**src/common/bcch_map.vh**
```
`ifndef BCCH_MAP_VH
`define BCCH_MAP_VH
`define BCCH_CMD_RESET     8'hF0
`define BCCH_CMD_SET_PTR   8'hE1
`define BCCH_CMD_WR_CFG    8'hD2
`define BCCH_PTR_STATUS    8'hF0
`define BCCH_PTR_READ_DATA 8'hE1
`define BCCH_PTR_CONFIG    8'hC3
`define BCCH_CFG_SPEED     0
`define BCCH_CFG_SPU       1
`define BCCH_CFG_PPM       2
`define BCCH_CFG_APU       3
`define BCCH_ST_BUSY       0
`define BCCH_ST_PPD        1
`define BCCH_ST_SD         2
`define BCCH_ST_LL         3
`define BCCH_ST_RST        4
`define BCCH_ST_SBR        5
`define BCCH_ST_TSB        6
`define BCCH_ST_DIR        7
`define BCCH_CFG_RESET     4'h0
`define BCCH_STAT_RESET    8'h10
`define BCCH_CLK_PS        5000
`define BCCH_RST_DONE_PS   525000
`define BCCH_BUS_STOP_PS   262500
`define BCCH_RST_DONE_CYC  (`BCCH_RST_DONE_PS / `BCCH_CLK_PS)
`define BCCH_BUS_STOP_CYC  (`BCCH_BUS_STOP_PS / `BCCH_CLK_PS)
`endif

```
**src/logic/bcch_handler.v**
```verilog
`timescale 1ns/1ps
`default_nettype none
`include "bcch_map.vh"

module bcch_handler (
  // clock and reset
  input  wire       clk,
  input  wire       nrst,
  // serial clock pin, sampled here
  input  wire       scl,
  // received bytes from the serial framer, same clock
  input  wire       rx_valid,
  input  wire [7:0] rx_byte,
  input  wire       rx_first,
  // acknowledge decision back to the framer
  output wire       ack_own,
  output wire       ack_ok,
  // read path to the framer
  output wire [7:0] rd_value,
  output wire [1:0] rd_sel,
  // bus sequencer side
  input  wire       seq_busy,
  input  wire       seq_stat_we,
  input  wire [7:0] seq_stat,
  input  wire       seq_ptr_status,
  input  wire       seq_spu_clr,
  input  wire [7:0] seq_rd_data,
  input  wire       line_level,
  output wire       seq_abort,
  output wire       rst_done,
  // configuration outputs
  output wire       speed_select,
  output wire       strong_pullup_select,
  output wire       presence_mask_select,
  output wire       active_pullup_select
);

  localparam [3:0] S_IDLE = 4'b0001;
  localparam [3:0] S_PTR  = 4'b0010;
  localparam [3:0] S_CFG  = 4'b0100;
  localparam [3:0] S_DROP = 4'b1000;

  localparam [1:0] P_STATUS = 2'h0;
  localparam [1:0] P_DATA   = 2'h1;
  localparam [1:0] P_CONFIG = 2'h2;

  localparam [2:0] A_NONE = 3'b000;
  localparam [2:0] A_RST  = 3'b001;
  localparam [2:0] A_PTR  = 3'b010;
  localparam [2:0] A_CFG  = 3'b100;

  // status bits that the bus sequencer may load; the rest stay ours
  localparam [7:0] STAT_INIT = `BCCH_STAT_RESET;
  localparam [7:0] SEQ_MASK  = (8'h01 << `BCCH_ST_PPD) | (8'h01 << `BCCH_ST_SD) | (8'h01 << `BCCH_ST_SBR)
                             | (8'h01 << `BCCH_ST_TSB) | (8'h01 << `BCCH_ST_DIR);

  reg [3:0] state_r;
  reg [3:0] state_nxt;
  reg [2:0] act_r;
  reg [2:0] act_nxt;
  reg [7:0] arg_r;
  reg [7:0] arg_nxt;
  reg       ack_rise_r;
  reg       rst_wait_r;
  reg       scl_s1_r;
  reg       scl_s2_r;
  reg       scl_d_r;
  reg       ll_s1_r;
  reg       ll_s2_r;
  reg [1:0] ptr_r;
  reg [3:0] cfg_r;
  wire [7:0] stat_r;
  reg       abort_r;
  reg       done_r;
  reg [7:0] rd_value_r;
  reg       own_c;
  reg       ok_c;
  reg [1:0] ptr_code;
  reg       ptr_valid;

  wire scl_rise = scl_s2_r & ~scl_d_r;
  wire scl_fall = ~scl_s2_r & scl_d_r;
  wire do_ptr   = ack_rise_r & scl_rise & (act_r == A_PTR);
  wire do_cfg   = ack_rise_r & scl_rise & (act_r == A_CFG);
  // reset fires on the fall that closes the ack bit; two sync stages
  // plus the edge detector keep it far inside the stop budget
  wire do_rst   = rst_wait_r & scl_fall;
  wire cfg_good = (arg_r[7:4] == ~arg_r[3:0]);

  // two-stage capture of the serial clock and the bus line level
  always @(posedge clk) begin
    if (!nrst) begin
      scl_s1_r <= 1'b1;
      scl_s2_r <= 1'b1;
      scl_d_r  <= 1'b1;
      ll_s1_r  <= 1'b1;
      ll_s2_r  <= 1'b1;
    end else begin
      scl_s1_r <= scl;
      scl_s2_r <= scl_s1_r;
      scl_d_r  <= scl_s2_r;
      ll_s1_r  <= line_level;
      ll_s2_r  <= ll_s1_r;
    end
  end

  // pointer code decode
  always @* begin
    ptr_valid = 1'b1;
    ptr_code  = P_STATUS;
    if (rx_byte == `BCCH_PTR_STATUS) begin
      ptr_code = P_STATUS;
    end else if (rx_byte == `BCCH_PTR_READ_DATA) begin
      ptr_code = P_DATA;
    end else if (rx_byte == `BCCH_PTR_CONFIG) begin
      ptr_code = P_CONFIG;
    end else begin
      ptr_valid = 1'b0;
    end
  end

  // command and parameter decode, acknowledge decision
  always @* begin
    state_nxt = state_r;
    act_nxt   = act_r;
    arg_nxt   = arg_r;
    own_c     = 1'b0;
    ok_c      = 1'b0;
    if (rx_valid && rx_first) begin
      state_nxt = S_IDLE;
      act_nxt   = A_NONE;
      if (rx_byte == `BCCH_CMD_RESET) begin
        own_c   = 1'b1;
        ok_c    = 1'b1;
        act_nxt = A_RST;
      end else if (rx_byte == `BCCH_CMD_SET_PTR) begin
        own_c     = 1'b1;
        ok_c      = 1'b1;
        state_nxt = S_PTR;
      end else if (rx_byte == `BCCH_CMD_WR_CFG) begin
        own_c = 1'b1;
        if (seq_busy) begin
          state_nxt = S_DROP;
        end else begin
          ok_c      = 1'b1;
          state_nxt = S_CFG;
        end
      end
    end else if (rx_valid) begin
      case (state_r)
        S_PTR: begin
          own_c     = 1'b1;
          ok_c      = ptr_valid;
          state_nxt = S_IDLE;
          if (ptr_valid) begin
            act_nxt = A_PTR;
            arg_nxt = {6'h00, ptr_code};
          end
        end
        S_CFG: begin
          own_c     = 1'b1;
          ok_c      = 1'b1;
          state_nxt = S_IDLE;
          act_nxt   = A_CFG;
          arg_nxt   = rx_byte;
        end
        S_DROP: begin
          own_c     = 1'b1;
          ok_c      = 1'b0;
          state_nxt = S_IDLE;
        end
        default: begin
          state_nxt = S_IDLE;
        end
      endcase
    end else if (do_ptr || do_cfg || do_rst) begin
      act_nxt = A_NONE;
    end
  end

  // command sequencing against the acknowledge bit edges
  always @(posedge clk) begin
    if (!nrst) begin
      state_r    <= S_IDLE;
      act_r      <= A_NONE;
      arg_r      <= 8'h00;
      ack_rise_r <= 1'b0;
      rst_wait_r <= 1'b0;
    end else begin
      state_r <= state_nxt;
      act_r   <= act_nxt;
      arg_r   <= arg_nxt;
      if (rx_valid) begin
        ack_rise_r <= (act_nxt != A_NONE);
        rst_wait_r <= 1'b0;
      end else if (ack_rise_r && scl_rise) begin
        ack_rise_r <= 1'b0;
        rst_wait_r <= (act_r == A_RST);
      end else if (do_rst) begin
        rst_wait_r <= 1'b0;
      end
    end
  end

  // read pointer, configuration and the reset abort and done pulses
  always @(posedge clk) begin
    if (!nrst) begin
      ptr_r   <= P_STATUS;
      cfg_r   <= `BCCH_CFG_RESET;
      abort_r <= 1'b0;
      done_r  <= 1'b0;
    end else begin
      abort_r <= do_rst;
      done_r  <= abort_r;
      if (do_rst) begin
        ptr_r  <= P_STATUS;
        cfg_r  <= `BCCH_CFG_RESET;
      end else begin
        if (do_ptr) begin
          ptr_r <= arg_r[1:0];
        end else if (do_cfg && cfg_good) begin
          ptr_r <= P_CONFIG;
        end else if (seq_ptr_status) begin
          ptr_r <= P_STATUS;
        end
        if (do_cfg && cfg_good) begin
          cfg_r <= arg_r[3:0];
        end else if (seq_spu_clr) begin
          cfg_r[`BCCH_CFG_SPU] <= 1'b0;
        end
      end
    end
  end

  // status flags, one flop per bit; reset wins over a sequencer load in
  // the same cycle, and busy and line level are live so their flops idle
  genvar gi;
  generate
    for (gi = 0; gi < 8; gi = gi + 1) begin : g_stat
      reg flag_r;
      always @(posedge clk) begin
        if (!nrst || do_rst) begin
          flag_r <= STAT_INIT[gi];
        end else if (gi == `BCCH_ST_RST) begin
          if (do_cfg && cfg_good) begin
            flag_r <= 1'b0;
          end
        end else if (SEQ_MASK[gi] && seq_stat_we) begin
          flag_r <= seq_stat[gi];
        end
      end
      assign stat_r[gi] = flag_r;
    end
  endgenerate

  // registered read value; busy is masked while an abort is in flight
  // so a poll right after the reset never sees a stale transfer
  always @(posedge clk) begin
    if (!nrst) begin
      rd_value_r <= `BCCH_STAT_RESET;
    end else if (ptr_r == P_CONFIG) begin
      rd_value_r <= {4'h0, cfg_r};
    end else if (ptr_r == P_DATA) begin
      rd_value_r <= seq_rd_data;
    end else begin
      rd_value_r <= {stat_r[7:5], stat_r[`BCCH_ST_RST], ll_s2_r,
                     stat_r[2:1], seq_busy & ~do_rst & ~abort_r};
    end
  end

  assign ack_own              = own_c;
  assign ack_ok               = ok_c;
  assign rd_value             = rd_value_r;
  assign rd_sel               = ptr_r;
  assign seq_abort            = abort_r;
  assign rst_done             = done_r;
  assign speed_select         = cfg_r[`BCCH_CFG_SPEED];
  assign strong_pullup_select = cfg_r[`BCCH_CFG_SPU];
  assign presence_mask_select = cfg_r[`BCCH_CFG_PPM];
  assign active_pullup_select = cfg_r[`BCCH_CFG_APU];

endmodule // bcch_handler

`default_nettype wire

```
**config.mk**
```make
export PLATFORM = sky130hd
export DESIGN_NAME = bcch_handler
export DESIGN_NICKNAME = d
export VERILOG_FILES = /design/src/logic/bcch_handler.v
export VERILOG_INCLUDE_DIRS = /design/src /design/src/common
export SDC_FILE = /design/constraint.sdc
export NUM_CORES = 1
export LEC_CHECK = 0
export BUFFER_PORTS_ARGS = -buffer_cell sky130_fd_sc_hd__buf_2
export CORE_MARGIN = 1
export CORE_UTILIZATION = 35
export CTS_CLUSTER_DIAMETER = 30
export DETAILED_ROUTE_END_ITERATION = 12
export MAX_ROUTING_LAYER = met4
export RECOVER_POWER = 100
export SYNTH_ARGS = -nofsm -noshare
export SYNTH_HDL_FRONTEND = slang
export SYNTH_SLANG_ARGS = --single-unit
```
**constraint.sdc**
```tcl
create_clock -name clk -period 1.4 [get_ports clk]
set_input_delay 0.07 -clock clk [delete_from_list [all_inputs] [get_ports clk]]
set_output_delay 0.07 -clock clk [all_outputs]
set_load 0.03 [all_outputs]
```
==> impl_metrics.ini, run 1 <==
[yosys]
netlist_area_um2 = 2150
synthTopCellsByArea = dfxtp_1 41%, nor2b_1 5.8%, mux2i_1 5.6%, mux2_2 4.2%, nand2b_1 3.8%
synth_top_area_share_pct = 40.9
ys_types = 53
yosysTopAreaCell = dfxtp_1
synth_warnings = 0
synthFlopType = dfxtp_1
synthTopCellsByCount = 44 x dfxtp_1, 20 x nor2b_1, 16 x nand2_1, 13 x nand2b_1
yosysMostFrequentCell = dfxtp_1
yosysSeqAreaShare_pct = 40.9
synth_cells = 228
ys_ff_latch = 44
syn_nets = 262
synth_area_per_cell_um2 = 9.45
synth_edf_count = 0
ys_async_sr_fraction_pct = 0

[worst_hold_path]
hp-class = in2reg

[setup_path]
cp.arrival_ps = 1640
crit_required_ps = 1330
end_kind = primary output
crit_type = reg2out
path_max_fanout = 3
cp-start-kind = flip-flop

[flow_run]
maxCapViolCount = 0

[die]
fp.dieW_um = 80.5
rows = 28
dieArea_um2 = 6470
io_pins = 52
die_h_um = 80.5
start_util_pct = 36.4
core_area_um2 = 5920

[sta]
setup_violations = 17
max_freq_ghz = 0.584
hold_ws_ps = 13.7
fin_crit_sh_pct = 122
relSlewSlack_pct = 69.9
rsz0062_at_grt = yes
timing.final.crit_period_ps = 1710
skew_ps = 5.36
tightest_slew_ps = 447
finalHoldViolations = 0
setup_slack_ps = -313
slew_violations = 0

[drt]
drt-total-wl_mm = 5.03
wl_met1_mm = 2.49
wl_per_cell_um = 12.7
first_pass_iters = 4
dr_wl_met2_mm = 2.32
ant_nets = 0
top_layer_used = met4
via_count = 1906
route.met3.wl_um = 141
drtIter0Drc = 77
drc = 0
vias_per_cell = 4.83

[finish]
syn_to_final_growth_pct = 44.1
n_antenna_cell = 0
nNetsFinal = 353
fill_cells = 557
seq_area_um2 = 895
multi_input_area_um2 = 1370
final_area_um2 = 3110
drive_above_1_share_pct = 42.8

[power]
p_per_area_nw_per_um2 = 762
peakVddDrop_mv = 0.749
p_leak_nw = 1.28

[clock_network]
tritoncts = yes
clkSlewWorstSetupHoldPaths_ps = 80
clockBufferDepth = 2
cts-root-buf = clkbuf_8
numClockSinks = 44
cts_htree_levels = 2
cts_made_buffers = 5
clk_latency_ps = 300

[global_route]
track_usage_pct = 16.9
grt_pass1_wl_mm = 8.13
antenna_found_initial = 0
grt_max_degree = 19
grt_pass1_vias = 1732
grt-ovfl-total = 0

[outcome]
status = finished, violations left
violations = negative setup slack

[place]
placed_cell_area_um2 = 2790
dp_hpwl_mm = 3.67
portBuffers = 48
globalplace.congestion = 0.824
[per-layer routing]
layer / up-vias / global-route usage [%]
li1: 988 / -
met2: 27 / 26.0
met1: 883 / 22.0
met4: 0 / 6.07
met5: - / -
met3: 8 / 3.30
[path summary, 6_finish.rpt]
kind / from / endpoint / slack, ps / cells past startpoint
min reg2reg: scl_s1_r / scl_s2_r / 410 / 1
max: state_r[2] / ack_ok / -310 / 6
min: seq_stat[1] / g_stat[1].flag_r / 10 / 3
max reg2reg: act_r[0] / cfg_r[3] / -200 / 6
[power breakdown]
group	switching, mW	internal (mW)	leakage (nW)
Clock	0.440	0.394	0.0510
Combinational	0.125	0.127	0.868
Sequential	0.0100	1.27	0.360
[sequential cells by signal, summed over array words and instances (netlist names)]
| signal | cells |
|---|---|
| seq_abort | 1 |
| rst_wait_r | 1 |
| act_r | 3 |
| ll_s1_r | 1 |
| rd_sel | 2 |
| rd_value | 8 |
| scl_s2_r | 1 |
| state_r | 4 |
| scl_s1_r | 1 |
| cfg_r | 4 |
| ack_rise_r | 1 |
| ll_s2_r | 1 |
| arg_r | 8 |
| g_stat.flag_r | 6 |
| scl_d_r | 1 |
| rst_done | 1 |
[layout make-up]
| class | instances | area share, % |
|---|---|---|
| multi-input combinational | 167 | 44.2 |
| sequential | 44 | 28.8 |
| timing repair buffer | 98 | 20.7 |
| tap | 75 | 3.02 |
| clock buffer | 6 | 2.66 |
| inverter | 3 | 0.363 |
| clock inverter | 2 | 0.322 |
[through the flow]
step / instances / power (mW) / setup WS [ps] / TNS (ps) / util (%)
floorplan: 228 / 1.43 / -154 / -1200 / -
global placement: 380 / 1.55 / -212 / -2650 / 47.0
detailed placement: 380 / 1.55 / -212 / -2800 / 47.0
CTS: 396 / 2.40 / -323 / -2450 / 52.6
global route: 395 / 2.45 / -397 / -3740 / 52.5
finish: 395 / 2.37 / -313 / -1870 / 52.5
[critical path, cell delays in order, from the launching register on]
cell and delay [ps]:
dfxtp_2 340, nand2b_4 140, nor2_2 80, a21oi_1 70, or4_4 440, a21boi_4 140
buf_6 140
[cell families after synthesis]
logic type | after synthesis | synth area share (%)
AO/OA/AOI/OAI | 50 | 15.8
XOR/XNOR | 6 | 2.44
buffers and inverters | 17 | 3.25
flip-flops | 44 | 40.9
multiplexers | 20 | 9.76
AND/OR/NAND/NOR | 91 | 27.9
[what timing repair did]
item / in CTS / in global routing
resized for setup: 42 / 7
endpoints found under the hold margin: 4 / 0
cloned: 0 / 0
setup buffers: 4 / 0
pin swaps: 8 / 5
endpoints found under the setup margin: 19 / 21
hold buffers: 4 / 0
[cell usage in the layout, fill, tap and decap left out, drive strengths merged, types with 3 or more instances in the layout]
master / count
nor3: 4
o21ai: 8
mux2i: 12
a21boi: 6
nor3b: 4
buf: 76
inv: 3
nand2: 16
dfxtp: 44
xor2: 4
dlygate4sd3: 4
mux2: 8
a21oi: 12
nand2b: 13
nor2b: 20
a22oi: 6
o211a: 3
nor4b: 3
nor2: 13
clkbuf: 24
No activity file was read; power rests on OpenSTA's default activity.
==> run 2, diff against run 1 <==
--- a/config.mk
+++ b/config.mk
@@ -13,6 +13,7 @@
 export DETAILED_ROUTE_END_ITERATION = 12
 export MAX_ROUTING_LAYER = met4
 export RECOVER_POWER = 100
+export SLEW_MARGIN = 25
 export SYNTH_ARGS = -nofsm -noshare
 export SYNTH_HDL_FRONTEND = slang
 export SYNTH_SLANG_ARGS = --single-unit
==> constraint.sdc (replaced) <==
create_clock -name clk -period 1.4 [get_ports clk]
set_input_delay 0.14 -clock clk [delete_from_list [all_inputs] [get_ports clk]]
set_output_delay 0.14 -clock clk [all_outputs]
set_load 0.03 [all_outputs]
==> run 2 against run 1 <==
Net effect:
- first-iteration DRC count fell by 29%
- clock skew rose by 1.6 ps
- total power fell by 0.41%
- critical endpoint unchanged
- sequential cell count did not move
- wire length rose by 1.1%
- fmax fell by 3.8%
- the run still ends with negative setup slack left
- sequential power barely moved
- critical path depth did not move
- register-to-register slack got worse by 70 ps
- non-clock buffer count rose by 3
==> impl_metrics.ini, run 2 (synthesis results as in run 1) <==
[outcome]
violations = negative setup slack
status = finished, violations left

[place]
portBuffers = 48
dp_hpwl_mm = 3.72
placedCellCount = 384
globalplace.congestion = 0.789
dp_slack_ps = -248
placed_cell_area_um2 = 2840

[sta]
timing.final.crit_period_ps = 1780
fin_crit_sh_pct = 127
relSlewSlack_pct = 41.9
skew_ps = 6.91
hold_ws_ps = 27.8
tns_ps = -3730
slew_violations = 0
tightest_slew_ps = 872
setup_violations = 21
setup_slack_ps = -382
finalHoldViolations = 0
rsz0062_at_grt = yes
max_freq_ghz = 0.561

[finish]
layout_commonest_cell = buf_4
multi_input_area_um2 = 1380
seq_area_um2 = 896
final_area_um2 = 3130
nNetsFinal = 356
most-common-layout-cells = 44 x buf_4, 38 x dfxtp_1, 30 x buf_2, 19 x nor2b_1, 18 x clkbuf_1
n_antenna_cell = 0
fill_cells = 563
fin_cells = 398
syn_to_final_growth_pct = 45.1
final_core_util_pct = 52.8
drive_above_1_share_pct = 44.6

[drt]
ant_nets = 0
first_pass_iters = 4
drtIter0Drc = 55
drc = 0
via_count = 1923
wl_per_cell_um = 12.8
vias_per_cell = 4.83
drt-total-wl_mm = 5.09

[die]
io_pins = 52
fp.dieW_um = 80.5
rows = 28
start_util_pct = 36.4
die_h_um = 80.5
dieArea_um2 = 6470
core_area_um2 = 5920

[setup_path]
cp-start-kind = flip-flop
cpPeakStageDelay_ps = 430
path_cells = nand2b_4, nor2_2, a21oi_1, or4_4, a21boi_4, buf_6
slowest_stage = or4_4
crit_type = reg2out
worst-path-buf-inv = 1
cp_top_family = simple AND/OR/NAND/NOR gates
path_max_fanout = 4
end_kind = primary output
cp.arrival_ps = 1640
crit_required_ps = 1260

[clock_network]
numClockSinks = 44
clockBufferDepth = 2
holdBufCountCts = 0
tritoncts = yes
cts_made_buffers = 5
clkSlewWorstSetupHoldPaths_ps = 80
cts_htree_levels = 2
cts-root-buf = clkbuf_8
clk_latency_ps = 290

[power]
p_per_area_nw_per_um2 = 754
power_frac_clock_pct = 35.2
p_total_mw = 2.36
p_int_mw = 1.80
p_seq_share_pct = 54.2
p_leak_nw = 1.28
power_switching_mw = 0.560
peakVddDrop_mv = 0.536
swShare_pct = 23.8
combPwrFrac_pct = 10.6

[global_route]
grt_pass1_wl_mm = 8.38
grt_max_degree = 23
antenna_found_initial = 0
grt_pass1_vias = 1800
grt-ovfl-total = 0
track_usage_pct = 17.3

[worst_hold_path]
hp-class = in2reg

[flow_run]
maxCapViolCount = 0
-- run 2: changes by cell type in the layout (fill, tap and decap cells not counted), moves of 2 or more --
cell | previous run | this run
buf_2 | 32 | 30
dfxtp_2 | 5 | 3
a21oi_1 | 9 | 7
dlygate4sd3_1 | 4 | 0
buf_4 | 36 | 44
clkbuf_1 | 16 | 18
clkinv_2 | 2 | 0
a21oi_2 | 3 | 5
-- run 2: power by group through the flow --
| stage | logic [mW] | clock network (mW) | registers, mW |
|---|---|---|---|
| 2_1_floorplan | 0.107 | 0 | 1.33 |
| 3_3_place_gp | 0.243 | 0 | 1.31 |
| 3_5_place_dp | 0.246 | 0 | 1.31 |
| 4_1_cts | 0.252 | 0.849 | 1.28 |
| 5_1_grt | 0.273 | 0.924 | 1.28 |
| 6_report | 0.249 | 0.828 | 1.28 |
-- run 2: metal layers --
layer	wire [µm]	global-route usage (%)	part of all wire (%)
met5	0	-	0
met4	54	5.89	1.1
met3	133	3.41	2.6
met2	2470	27.2	49
met1	2430	22.2	48
-- run 2: timing repair --
action / CTS / global route
setup buffers: 3 / 3
gates cloned: 0 / 0
pin swaps: 11 / 15
endpoints found under the setup margin: 20 / 21
resized for setup: 26 / 21
-- run 2: cell type report --
cell class                      instances  share of cell area [%]
Multi-Input combinational cell        167                    44.1
Sequential cell                        44                    28.7
Timing Repair Buffer                  101                    20.9
Tap cell                               75                    3.00
Clock buffer                            7                    2.76
Inverter                                3                   0.360
Clock inverter                          1                   0.200
-- run 2: path summary, 6_finish.rpt --
path | slack (ps) | cells after the start | end | startpoint
max | -380 | 6 | ack_ok | state_r[2]
min | 30 | 2 | scl_s1_r | scl
max reg2reg | -270 | 6 | cfg_r[3] | scl_d_r
min reg2reg | 410 | 1 | ll_s2_r | ll_s1_r
